==> src/pkg/dfi_map.svh <==
// Register offsets, reset values, field positions and timing constants of the
// dry feed interlock controller. Definitions only; included by bare name.
`ifndef DFI_MAP_SVH
`define DFI_MAP_SVH

// ************************
// Register bus geometry
// ************************
`define DFI_ADDR_W 8
`define DFI_DATA_W 16
`define DFI_RATE_W 12

// ************************
// Register offsets
// ************************
`define DFI_OFS_RUNON 8'h00
`define DFI_OFS_SHK_ON 8'h01
`define DFI_OFS_SHK_OFF 8'h02
`define DFI_OFS_LOW_WIN 8'h03
`define DFI_OFS_STATUS 8'h04

// ************************
// Reset values, in timebase ticks
// ************************
`define DFI_RST_RUNON 16'h012c
`define DFI_RST_SHK_ON 16'h0014
`define DFI_RST_SHK_OFF 16'h0032
`define DFI_RST_LOW_WIN 16'h0258

// ************************
// Status register field positions
// ************************
`define DFI_ST_VALVE 0
`define DFI_ST_DISP 1
`define DFI_ST_AGIT 2
`define DFI_ST_SHAKE 3
`define DFI_ST_LAMP 4
`define DFI_ST_ALM_HI 5
`define DFI_ST_ALM_LO 6
`define DFI_ST_AUTO 7
`define DFI_ST_RUNON 8
`define DFI_ST_LOWWIN 9

// ************************
// Timing: clock period and timebase tick period, in ns
// ************************
`define DFI_CLK_NS 100
`define DFI_TICK_NS 100000000
`define DFI_TICK_CYC ((`DFI_TICK_NS + `DFI_CLK_NS - 1) / `DFI_CLK_NS)

`endif

==> src/pkg/dfi_pkg.sv <==
// Types shared by the dry feed interlock controller and its bench.
// Assumes dfi_map.svh is on the include path.
`include "dfi_map.svh"

package dfi_pkg;

  // Three position output selector
  typedef enum logic [1:0] {SEL_OFF, SEL_ON, SEL_AUTO} dfi_sel_t;

  // Master selector
  typedef enum logic [1:0] {MST_OFF, MST_ON, MST_EXT} dfi_mst_t;

  // Rate source selector
  typedef enum logic {RATE_PANEL, RATE_EXT} dfi_rsrc_t;

  // Shaker cycling states
  typedef enum logic [1:0] {SHK_IDLE, SHK_RUN, SHK_REST} dfi_shk_t;

  // Panel selectors and operator inputs
  typedef struct packed {
    dfi_mst_t master;
    dfi_sel_t valve;
    dfi_sel_t disp;
    dfi_sel_t agit;
    dfi_sel_t shake;
    dfi_rsrc_t rate_src;
    logic [`DFI_RATE_W-1:0] panel_rate;
    logic [`DFI_RATE_W-1:0] ext_rate;
    logic run_contact;
    logic fault_ack;
  } dfi_panel_t;

  // Plant sensors
  typedef struct packed {
    logic flow;
    logic level_high;
    logic level_min_ok;
    logic hopper_low;
  } dfi_sense_t;

  // Plant drives and lamps
  typedef struct packed {
    logic inlet_valve;
    logic disp_motor;
    logic agit_motor;
    logic shaker;
    logic chem_low_lamp;
    logic alarm_high;
    logic alarm_low;
    logic [`DFI_RATE_W-1:0] speed_cmd;
  } dfi_drive_t;

endpackage

==> src/rtl/dfi_tick.sv <==
// Timebase tick generator: one-cycle pulse every TICK_CYC clocks.
// Assumes a free running sys_clk and synchronous reset.
module dfi_tick
  import dfi_pkg::*;
#(
  parameter int unsigned TICK_CYC = `DFI_TICK_CYC
)
(
  input wire logic sys_clk, // System clock
  input wire logic reset_n, // Synchronous reset, active low
  output logic tick // One-cycle timebase pulse
);

  typedef struct packed {
    logic [31:0] cnt;
    logic tick;
  } dfi_tick_st_t;

  dfi_tick_st_t q, d;

  // Count down and pulse at wrap
  always_comb
  begin
    d = q;
    d.tick = 1'b0;
    if (q.cnt == 32'h0)
    begin
      d.cnt = 32'(TICK_CYC - 1);
      d.tick = 1'b1;
    end
    else
      d.cnt = q.cnt - 32'h1;
  end

  always_ff @(posedge sys_clk)
  begin
    if (!reset_n)
      q <= '0;
    else
      q <= d;
  end

  assign tick = q.tick;

endmodule

==> src/rtl/dfi_timer.sv <==
// Tick-driven interval timer: loads a preset, counts timebase ticks down,
// pulses expired once. Assumes tick is a one-cycle pulse in the same domain.
module dfi_timer
  import dfi_pkg::*;
(
  input wire logic sys_clk, // System clock
  input wire logic reset_n, // Synchronous reset, active low
  input wire logic tick, // Timebase pulse
  input wire logic start, // Load preset and run
  input wire logic stop, // Cancel a running interval
  input wire logic [`DFI_DATA_W-1:0] preset, // Interval in ticks
  output logic running, // Interval in progress
  output logic expired // One-cycle pulse at end of interval
);

  typedef struct packed {
    logic [`DFI_DATA_W-1:0] cnt;
    logic run;
    logic exp;
  } dfi_tmr_st_t;

  dfi_tmr_st_t q, d;

  // Start beats stop; a zero preset expires at once
  always_comb
  begin
    d = q;
    d.exp = 1'b0;
    if (start)
    begin
      d.cnt = preset;
      d.run = (preset != '0);
      d.exp = (preset == '0);
    end
    else if (stop)
      d.run = 1'b0;
    else if (q.run && tick)
    begin
      if (q.cnt <= `DFI_DATA_W'(1))
      begin
        d.cnt = '0;
        d.run = 1'b0;
        d.exp = 1'b1;
      end
      else
        d.cnt = q.cnt - `DFI_DATA_W'(1);
    end
  end

  always_ff @(posedge sys_clk)
  begin
    if (!reset_n)
      q <= '0;
    else
      q <= d;
  end

  assign running = q.run;
  assign expired = q.exp;

endmodule

==> src/rtl/dfi_ctrl.sv <==
// Dry feed interlock controller: selector handling, automatic sequence,
// agitator run-on, shaker cycling, level alarms and a small register port.
// Assumes all panel and sensor inputs are debounced and synchronous to sys_clk.
//
// What this block does
// - Master ON enables automatic operation only when all four output selectors sit in AUTO.
// - Master external enables automatic only with run contact closed and all AUTO.
// - Automatic operation opens water valve; draw sensed starts agitator and dispenser.
// - Rate source picks dispenser speed from panel setting or external current input.
// - Valve selector ON energises inlet valve regardless of the high-level switch.
// - Valve selector AUTO energises inlet valve once automatic operation is enabled.
// - Dispenser selector ON runs dispenser immediately and never stops it automatically.
// - Dispenser AUTO with automatic enabled runs only while flow is reported.
// - Agitator selector ON runs agitator immediately and never stops it automatically.
// - Agitator AUTO starts on product use, stops after use ends and run-on expires.
// - Shaker selector ON runs the hopper shaker immediately until selector leaves ON.
// - Shaker AUTO is gated by dispenser and cycled by programmable on/off intervals.
// - Hopper proximity switch drives the chemical-low lamp and nothing else.
// - Tank high-level switch raises and latches an alarm.
// - In automatic operation, minimum level missing for the window latches low alarm.
// - Latched alarms clear only on acknowledge; for the high alarm the cause must be gone first.
// - Agitator AUTO starts with dispensing and runs for as long as the dispenser runs.
// - Dispenser stop starts agitator off-delay; resumed dispensing cancels it.
module dfi_ctrl
  import dfi_pkg::*;
#(
  parameter int unsigned TICK_CYC = `DFI_TICK_CYC
)
(
  input wire logic sys_clk, // System clock, 10 MHz
  input wire logic reset_n, // Synchronous reset, active low
  input wire dfi_panel_t panel, // Selectors, rates, run contact, acknowledge
  input wire dfi_sense_t sense, // Flow, level and hopper switches
  output dfi_drive_t drive, // Valve, motors, shaker, lamps, speed
  input wire logic [`DFI_ADDR_W-1:0] reg_addr, // Register address
  input wire logic [`DFI_DATA_W-1:0] reg_wdata, // Register write data
  input wire logic reg_wr, // Write strobe
  input wire logic reg_rd, // Read strobe
  output logic [`DFI_DATA_W-1:0] reg_rdata // Read data, cycle after strobe
);

  // ************************
  // State
  // ************************

  typedef struct packed {
    logic [`DFI_DATA_W-1:0] runon;
    logic [`DFI_DATA_W-1:0] shk_on;
    logic [`DFI_DATA_W-1:0] shk_off;
    logic [`DFI_DATA_W-1:0] low_win;
    logic [`DFI_DATA_W-1:0] rdata;
    dfi_shk_t shk_state;
    logic low_cond;
    logic auto_en;
    dfi_drive_t drv;
  } dfi_ctrl_st_t;

  dfi_ctrl_st_t q, d;

  logic tick;
  logic runon_start;
  logic runon_stop;
  logic runon_busy;
  logic runon_exp;
  logic shk_start;
  logic shk_stop;
  logic [`DFI_DATA_W-1:0] shk_preset;
  logic shk_busy;
  logic shk_exp;
  logic low_start;
  logic low_stop;
  logic low_busy;
  logic low_exp;
  logic all_auto;
  logic auto_en;
  logic disp_fall;
  logic disp_rise;
  logic [`DFI_DATA_W-1:0] status;

  // ************************
  // Timebase and interval timers
  // ************************

  // One shared tick keeps all intervals in the same unit
  dfi_tick #(
    .TICK_CYC(TICK_CYC)
  ) u_tick (
    .sys_clk(sys_clk),
    .reset_n(reset_n),
    .tick(tick)
  );

  // Agitator run-on after dispenser stop
  dfi_timer u_runon (
    .sys_clk(sys_clk),
    .reset_n(reset_n),
    .tick(tick),
    .start(runon_start),
    .stop(runon_stop),
    .preset(q.runon),
    .running(runon_busy),
    .expired(runon_exp)
  );

  // Shaker on and off intervals share one timer, reloaded per phase
  dfi_timer u_shk (
    .sys_clk(sys_clk),
    .reset_n(reset_n),
    .tick(tick),
    .start(shk_start),
    .stop(shk_stop),
    .preset(shk_preset),
    .running(shk_busy),
    .expired(shk_exp)
  );

  // Minimum level window
  dfi_timer u_low (
    .sys_clk(sys_clk),
    .reset_n(reset_n),
    .tick(tick),
    .start(low_start),
    .stop(low_stop),
    .preset(q.low_win),
    .running(low_busy),
    .expired(low_exp)
  );

  // ************************
  // Automatic enable
  // ************************

  // Every output selector must be in AUTO before the master may run the plant
  assign all_auto = (panel.valve == SEL_AUTO) && (panel.disp == SEL_AUTO) &&
                    (panel.agit == SEL_AUTO) && (panel.shake == SEL_AUTO);

  // Master ON or external command with contact closed
  always_comb
  begin
    case (panel.master)
      MST_ON: auto_en = all_auto;
      MST_EXT: auto_en = all_auto && panel.run_contact;
      MST_OFF: auto_en = 1'b0;
      default: auto_en = 1'b0;
    endcase
  end

  // Dispenser edges steer the agitator run-on
  assign disp_fall = q.drv.disp_motor && !d.drv.disp_motor;
  assign disp_rise = !q.drv.disp_motor && d.drv.disp_motor;
  assign runon_start = disp_fall;
  assign runon_stop = disp_rise || (panel.agit != SEL_AUTO);

  // Low window runs only while automatic and minimum level is missing
  assign low_start = d.low_cond && !q.low_cond;
  assign low_stop = !d.low_cond;

  // ************************
  // Status word
  // ************************

  always_comb
  begin
    status = '0;
    status[`DFI_ST_VALVE] = q.drv.inlet_valve;
    status[`DFI_ST_DISP] = q.drv.disp_motor;
    status[`DFI_ST_AGIT] = q.drv.agit_motor;
    status[`DFI_ST_SHAKE] = q.drv.shaker;
    status[`DFI_ST_LAMP] = q.drv.chem_low_lamp;
    status[`DFI_ST_ALM_HI] = q.drv.alarm_high;
    status[`DFI_ST_ALM_LO] = q.drv.alarm_low;
    status[`DFI_ST_AUTO] = q.auto_en;
    status[`DFI_ST_RUNON] = runon_busy;
    status[`DFI_ST_LOWWIN] = low_busy;
  end

  // ************************
  // Next state
  // ************************

  always_comb
  begin
    d = q;
    shk_start = 1'b0;
    shk_stop = 1'b0;
    shk_preset = q.shk_on;
    d.auto_en = auto_en;

    // Register writes; the status word is read only
    if (reg_wr)
    begin
      case (reg_addr)
        `DFI_OFS_RUNON: d.runon = reg_wdata;
        `DFI_OFS_SHK_ON: d.shk_on = reg_wdata;
        `DFI_OFS_SHK_OFF: d.shk_off = reg_wdata;
        `DFI_OFS_LOW_WIN: d.low_win = reg_wdata;
        default: d.runon = q.runon;
      endcase
    end

    // Read data stand for exactly one cycle, zero otherwise and when unmapped
    d.rdata = '0;
    if (reg_rd)
    begin
      case (reg_addr)
        `DFI_OFS_RUNON: d.rdata = q.runon;
        `DFI_OFS_SHK_ON: d.rdata = q.shk_on;
        `DFI_OFS_SHK_OFF: d.rdata = q.shk_off;
        `DFI_OFS_LOW_WIN: d.rdata = q.low_win;
        `DFI_OFS_STATUS: d.rdata = status;
        default: d.rdata = '0;
      endcase
    end

    // Inlet valve; ON deliberately ignores the high-level switch
    case (panel.valve)
      SEL_ON: d.drv.inlet_valve = 1'b1;
      SEL_AUTO: d.drv.inlet_valve = auto_en;
      SEL_OFF: d.drv.inlet_valve = 1'b0;
      default: d.drv.inlet_valve = 1'b0;
    endcase

    // Dispenser; flow stands for product draw
    case (panel.disp)
      SEL_ON: d.drv.disp_motor = 1'b1;
      SEL_AUTO: d.drv.disp_motor = auto_en && sense.flow;
      SEL_OFF: d.drv.disp_motor = 1'b0;
      default: d.drv.disp_motor = 1'b0;
    endcase

    // Speed command from the chosen rate source
    case (panel.rate_src)
      RATE_PANEL: d.drv.speed_cmd = panel.panel_rate;
      RATE_EXT: d.drv.speed_cmd = panel.ext_rate;
      default: d.drv.speed_cmd = panel.panel_rate;
    endcase

    // Agitator; AUTO follows the dispenser, its last cycle and the run-on
    case (panel.agit)
      SEL_ON: d.drv.agit_motor = 1'b1;
      SEL_AUTO: d.drv.agit_motor = q.drv.disp_motor || d.drv.disp_motor || runon_busy;
      SEL_OFF: d.drv.agit_motor = 1'b0;
      default: d.drv.agit_motor = 1'b0;
    endcase

    // Shaker cycling; dropping the dispenser parks it at once
    case (q.shk_state)
      SHK_IDLE:
      begin
        if (q.drv.disp_motor && panel.shake == SEL_AUTO)
        begin
          d.shk_state = SHK_RUN;
          shk_start = 1'b1;
          shk_preset = q.shk_on;
        end
      end
      SHK_RUN:
      begin
        if (!q.drv.disp_motor || panel.shake != SEL_AUTO)
        begin
          d.shk_state = SHK_IDLE;
          shk_stop = 1'b1;
        end
        else if (shk_exp)
        begin
          d.shk_state = SHK_REST;
          shk_start = 1'b1;
          shk_preset = q.shk_off;
        end
      end
      SHK_REST:
      begin
        if (!q.drv.disp_motor || panel.shake != SEL_AUTO)
        begin
          d.shk_state = SHK_IDLE;
          shk_stop = 1'b1;
        end
        else if (shk_exp)
        begin
          d.shk_state = SHK_RUN;
          shk_start = 1'b1;
          shk_preset = q.shk_on;
        end
      end
      default:
      begin
        d.shk_state = SHK_IDLE;
        shk_stop = 1'b1;
      end
    endcase

    // Shaker output
    case (panel.shake)
      SEL_ON: d.drv.shaker = 1'b1;
      SEL_AUTO: d.drv.shaker = (d.shk_state == SHK_RUN);
      SEL_OFF: d.drv.shaker = 1'b0;
      default: d.drv.shaker = 1'b0;
    endcase

    // Hopper lamp is purely informative
    d.drv.chem_low_lamp = sense.hopper_low;

    // Low-level window condition
    d.low_cond = auto_en && !sense.level_min_ok;

    // Alarms: acknowledge clears, but a high level or window expiry in the same cycle sets again, so set wins
    if (panel.fault_ack)
    begin
      d.drv.alarm_high = 1'b0;
      d.drv.alarm_low = 1'b0;
    end
    if (sense.level_high)
      d.drv.alarm_high = 1'b1;
    if (low_exp)
      d.drv.alarm_low = 1'b1;
  end

  // ************************
  // State register
  // ************************

  always_ff @(posedge sys_clk)
  begin
    if (!reset_n)
    begin
      q <= '0;
      q.runon <= `DFI_RST_RUNON;
      q.shk_on <= `DFI_RST_SHK_ON;
      q.shk_off <= `DFI_RST_SHK_OFF;
      q.low_win <= `DFI_RST_LOW_WIN;
      q.shk_state <= SHK_IDLE;
    end
    else
      q <= d;
  end

  // ************************
  // Outputs
  // ************************

  // All drives come straight from flip-flops
  assign drive = q.drv;
  assign reg_rdata = q.rdata;

endmodule

==> config.mk <==
export PLATFORM = sky130hd
export DESIGN_NAME = dfi_ctrl
export DESIGN_NICKNAME = d
export VERILOG_FILES = /design/src/pkg/dfi_pkg.sv /design/src/rtl/dfi_tick.sv /design/src/rtl/dfi_timer.sv /design/src/rtl/dfi_ctrl.sv
export VERILOG_INCLUDE_DIRS = /design/src /design/src/pkg
export SDC_FILE = /design/constraint.sdc
export NUM_CORES = 1
export LEC_CHECK = 0
export BUFFER_PORTS_ARGS = -buffer_cell sky130_fd_sc_hd__buf_2
export CAP_MARGIN = 15
export CORE_MARGIN = 3
export CORE_UTILIZATION = 45
export DETAILED_ROUTE_END_ITERATION = 8
export GPL_ROUTABILITY_DRIVEN = 0
export GPL_TIMING_DRIVEN = 0
export PLACE_DENSITY = 0.66
export RECOVER_POWER = 100
export SYNTH_ARGS = -nofsm -noshare
export SYNTH_HDL_FRONTEND = slang
export SYNTH_SLANG_ARGS = --single-unit
==> constraint.sdc <==
create_clock -name sys_clk -period 3 [get_ports sys_clk]
set_input_delay 0.15 -clock sys_clk [delete_from_list [all_inputs] [get_ports sys_clk]]
set_output_delay 0.15 -clock sys_clk [all_outputs]
set_load 0.01 [all_outputs]
# ---- Yosys cells after proc, flatten, opt, wreduce, memory -nomap -nowiden
# Cells that the tools add are included.
dict set report totals {
  inputBits 69
  register_bits 189
  elab_cells 160
}
dict set report op_classes {
  addsub 4
  bitwise 2
  magnitude_cmp 3
  reduce_logical 53
  n_mux 48
  eq_ne 23
}
# op n
set op_table {}
lappend op_table {{16-bit 2-to-1 mux} 9}
lappend op_table {{18-bit 2-to-1 mux} 6}
lappend op_table {{16-bit one-hot mux with 5 select lines} 1}
lappend op_table {{16-bit by 1-bit less-or-equal comparator with 1-bit output, second input constant} 3}
lappend op_table {{16-bit logical NOT} 3}
lappend op_table {{16-bit nonzero test} 3}
lappend op_table {{16-bit by 1-bit subtractor with 16-bit output, second input constant} 3}
lappend op_table {{32-bit logical NOT} 1}
lappend op_table {{32-bit by 1-bit subtractor with 32-bit output, second input constant} 1}
lappend op_table {{12-bit one-hot mux with 2 select lines} 1}
lappend op_table {{2-bit AND reduction} 11}
lappend op_table {{20-bit 2-to-1 mux} 1}
lappend op_table {{2-bit 2-to-1 mux} 9}
lappend op_table {{8-bit by 2-bit == test with 1-bit output, second input constant} 2}
lappend op_table {{2-bit by 1-bit == test with 1-bit output, second input constant} 7}
lappend op_table {{1-bit one-hot mux with 2 select lines} 7}
lappend op_table {{1-bit logical AND} 13}
lappend op_table {{1-bit 2-to-1 mux} 13}
lappend op_table {{2-bit == test, second input constant} 6}
lappend op_table {{2-bit nonzero test} 6}
lappend op_table {{3-bit nonzero test} 4}
lappend op_table {{8-bit by 1-bit == test with 1-bit output, second input constant} 1}
lappend op_table {{8-bit by 3-bit == test with 1-bit output, second input constant} 1}
lappend op_table {{8-bit logical NOT} 1}
lappend op_table {{other kinds (9)} 20}

# ---- Logic depth before layout (Yosys ltp)
dict set report depth {
  depth_word 12
  ltp_mapped 9
  mapped_depth_nobuf 7
}

# ---- Modules after synthesis
# From an unflattened synthesis, not the netlist that was laid out.
dict set report hier_totals {
  hier_cells 1073
  area_unflattened_um2 9714.3
}
# module seq_area_each_um2 cells_each instances area_each_um2
set by_module_without_submodules {}
lappend by_module_without_submodules {dfi_ctrl 2062.0 505 1 4794.6}
lappend by_module_without_submodules {{dfi_timer (u_runon ...)} 360.3 124 2 1057.3}
lappend by_module_without_submodules {dfi_tick 660.6 176 1 1612.8}
lappend by_module_without_submodules {{dfi_timer (u_low)} 360.3 144 1 1192.4}

# ---- Worst setup path after synthesis
# OpenSTA, ideal clock, no wires.
dict set report synth_path {
  kind {reg2reg}
  startpoint {reg u_tick.q[7] (netlist bit)}
  endpoint {reg u_tick.q[31] (netlist bit)}
  arrival_ns 2.037
  setup_ns 0.121
  n_path_buf 1
  path_stages_with_launch 7
  slack_ns 0.842
  path_cell_list {dfxtp_1 > or4_4 > or4_4 > buf_6 > nor4_4 > mux2i_1 > nor3b_2}
}
dict set report synth_via {
  elab_chain_cells 2
}
# element line
set synth_rtl {}
lappend synth_rtl {{start, declared} dfi_tick.sv:19} ;# dfi_tick_st_t q, d;
lappend synth_rtl {{start signal, assigned} dfi_tick.sv:38} ;# q <= '0;
lappend synth_rtl {{start signal, assigned} dfi_tick.sv:40} ;# q <= d;
lappend synth_rtl {{parallel branches: the longest is 2 deep, another holds 32-bit by 1-bit subtractor with 32-bit output} --}
# Parallel ways; which one is timed is not known.
# A chain may end at the register's enable or synchronous reset.

# ---- Worst setup path in the final report
dict set report layout_path {
  startpoint {reg u_tick.q[7] (netlist bit)}
  endpoint {reg u_tick.q[30] (netlist bit)}
}
# Same word-level chain as after synthesis.

==> summary.txt <==
crit path kind: flop to flop
share of the synthesized area in the top cell type: 39.3%
Slew headroom: 37.9%
Final Max Tran Viols: 0
Starting Density: 46.6%
vias in the first global route: 8634
Reg clk slew, reported paths: 0.07 ns
setup_tns: 0 ns
CTS sink count: 189
Num CTS Buffers: 17
worst-skew pair later-pin latency: 0.43 ns
most frequent cells in the layout: dfxtp_1, nand2_1, nor2_1, a21oi_1, clkbuf_1
GRT Max-Usage Layer: met2
initial antenna violation count: 0
clock skew: 0.00781 ns
Avg Cell Area, Syn: 8.25 um2
synthesized area: 0.00962 mm2
Tot GR Track Use: 24.7%
Cells after Synth: 1166
Detailed Route Iter0 Violations: 975
post-synthesis adder-cell area fraction: 2.84%
Die Y: 152 um
endpoints failing hold: 0
Synth Area in Compound Gates: 15.7%
Top-Level Pins: 104
Tcrit/Tclk final: 86.5%
Yosys reg bits: 189
Finished Cell Area: 0.0112 mm2
first-pass GRT wire length: 46600 um
outcome: finished clean
crit path max fanout: 10
Leak: 4.54 nW
simple-gate share of the synthesized area: 24.8%
Final ANT Viol Nets: 0
worst endpoint required time: 3.32 ns
Finished Core Util: 54.5%
Primary FF master, synth: dfxtp_1
WL final: 29300 um
core area: 0.0206 mm2
maximum clock path buffer count: 2
worst hold path type: input pin to flop
main combinational cell family by area after synthesis: simple AND/OR/NAND/NOR gates
multiplexer share of the synthesized area: 7.58%
CTS tree: built
Non-Filler Instances: 1596
fraction of synthesis flops using an asynchronous set or reset pin: 0%
antenna fix cells: 0
Vias/cell: 5.75
vias: 9175
Placement Cell Area: 0.0105 mm2
RSZ-0062 raised after global routing: false
Inst Count DP: 1539
drc violations: 0
max-cap violations: 0
post-CTS sizing: 0
Post-Syn Nets: 1256
startpoint types: flop
count of input and output buffers: 103
FP Rows: 52
crit path capture type: flop
drt pass-1 iters: 5
Yosys warnings: 0
DP HPWL: 21700 um
H-tree levels: 4
GR Overflow Total: 0
average wire per standard cell: 18.4 um
number of setup violations in the final report: 0
Post CTS Setup Buffer Count: 0
crit path time final: 2.59 ns
met2 Use GR: 40.4%
power per standard cell area: 610 mW/mm2
CP Data Arrival Time: 2.91 ns
largest area contributor in the netlist: dfxtp_1
Root Driver: clkbuf_16
pin count of the biggest net entering global routing: 17
most common cell after layout, fill and taps aside: dfxtp_1
met1 usage: 33.7%
worst slew pin tran: 0.929 ns
Max VDD drop: 477 uV
sequential-to-total area share from yosys stat: 39.3%
Synth cell types: 75
met3 GRT Util: 4.86%
Die ar.: 0.0232 mm2
xor-xnor portion of the synthesized cell area: 3.19%
share of cells above drive strength 1: 12.7%
Fmax: 385 MHz
Layout Nets: 1406
largest cells by area after synthesis: dfxtp_1, nand2_1, mux2i_1
Syn-to-layout area delta: 16.8%
die width: 152 um
number of enable flip-flop cells after synthesis: 0
## synth_stat cells, types with 3 or more instances
cell type  instances
mux2_2             5
a221oi_1           4
nand2b_1           8
a2111oi_0          3
nand2_1          160
or2_2              5
a32o_1            10
nand3b_1           3
nor4_1            54
nor3_1            36
a21o_1             3
mux4_2             4
o31ai_1            4
nand3_1           23
buf_2              7
nor2_1           130
o21bai_1           3
a211oi_1          11
and3_1             7
o211ai_1           4
o21a_1             4
a31oi_1            8
clkbuf_2           3
or4_1              9
or3_1             13
and2_1             4
o22ai_1           16
dfxtp_1          189
xnor2_1           29
a32oi_1            3
clkbuf_1          44
a222oi_1          10
mux2i_1           56
buf_4             36
nor2b_1            8
buf_1              3
a22oi_1            4
nand4_1           14
nand4b_1           3
ha_1              21
xor2_1             6
inv_1             34
o21ai_0           35
a21oi_1           89
## stage by stage
stage / hold WS, ns / total power [mW] / worst slack (ns)
final: 0.0113 / 6.86 / 0.406
after global routing: 0.0178 / 7.22 / 0.210
after CTS: 0.00550 / 6.93 / 0.324
after detailed placement: 0.368 / 4.66 / 0.112
after global placement: 0.358 / 4.64 / 0.0838
after floorplan: 0.267 / 4.27 / 0.842
## worst max-delay path, stage by stage (launching register included)
cell and delay (ns):
dfxtp_1 0.33, or4_1 0.58, or4_1 0.49, nor4_1 0.37, a21o_1 0.17, buf_2 0.19, clkbuf_2 0.26, nor2_1 0.08
## kinds of logic (layout without fill, tap and decap cells)
logic type | count (synthesis) | in the layout
buffers and inverters | 128 | 288
adder cells (fa/ha/maj) | 22 | 22
AO/OA/AOI/OAI | 232 | 232
flip-flops | 189 | 189
multiplexers | 66 | 66
AND/OR/NAND/NOR | 494 | 494
XOR/XNOR | 35 | 35
## state kept, by name, summed over array words and instances (netlist names)
register         cells
u_runon.q           16
u_low.q             16
reg_rdata           16
u_low.expired        1
u_tick.tick          1
q                   68
u_shk.running        1
u_tick.q            32
u_shk.q             16
drive               19
u_low.running        1
u_runon.running      1
u_shk.expired        1
## layer usage
metal,vias up,share of wire (%)
met5,-,0
met4,0,2.0
met3,49,8.2
met2,382,46
met1,4264,43
li1,4480,-
## where the power goes
group,total [mW],switching [mW],internal (mW)
combinational,1.72,0.996,0.720
sequential,2.91,0.191,2.72
clock,2.23,0.992,1.24
total,6.86,2.18,4.68
## what timing repair did
item	4_1_cts	5_1_grt
hold endpoints to repair	15	0
endpoints found under the setup margin	0	0
hold buffers	27	0
## layout make-up
type	instances	area (um2)
fill	1958	9390
tap	270	338
multi-input combinational	849	5180
inverter	34	128
sequential	189	3780
clock inverter	10	119
clock buffer	19	443
buffer	94	495
timing repair buffer	131	754
## path summary, 6_finish.rpt
path	from	cells after the start	endpoint	slack, ns
setup / recovery	u_tick.q[7]	7	u_tick.q[30]	0.41
hold / removal	panel[34]	3	drive[18]	0.01
setup reg to reg	u_tick.q[7]	7	u_tick.q[30]	0.41
hold reg to reg	u_low.expired	2	drive[12]	0.45
Power figures use the tool's default switching activity.
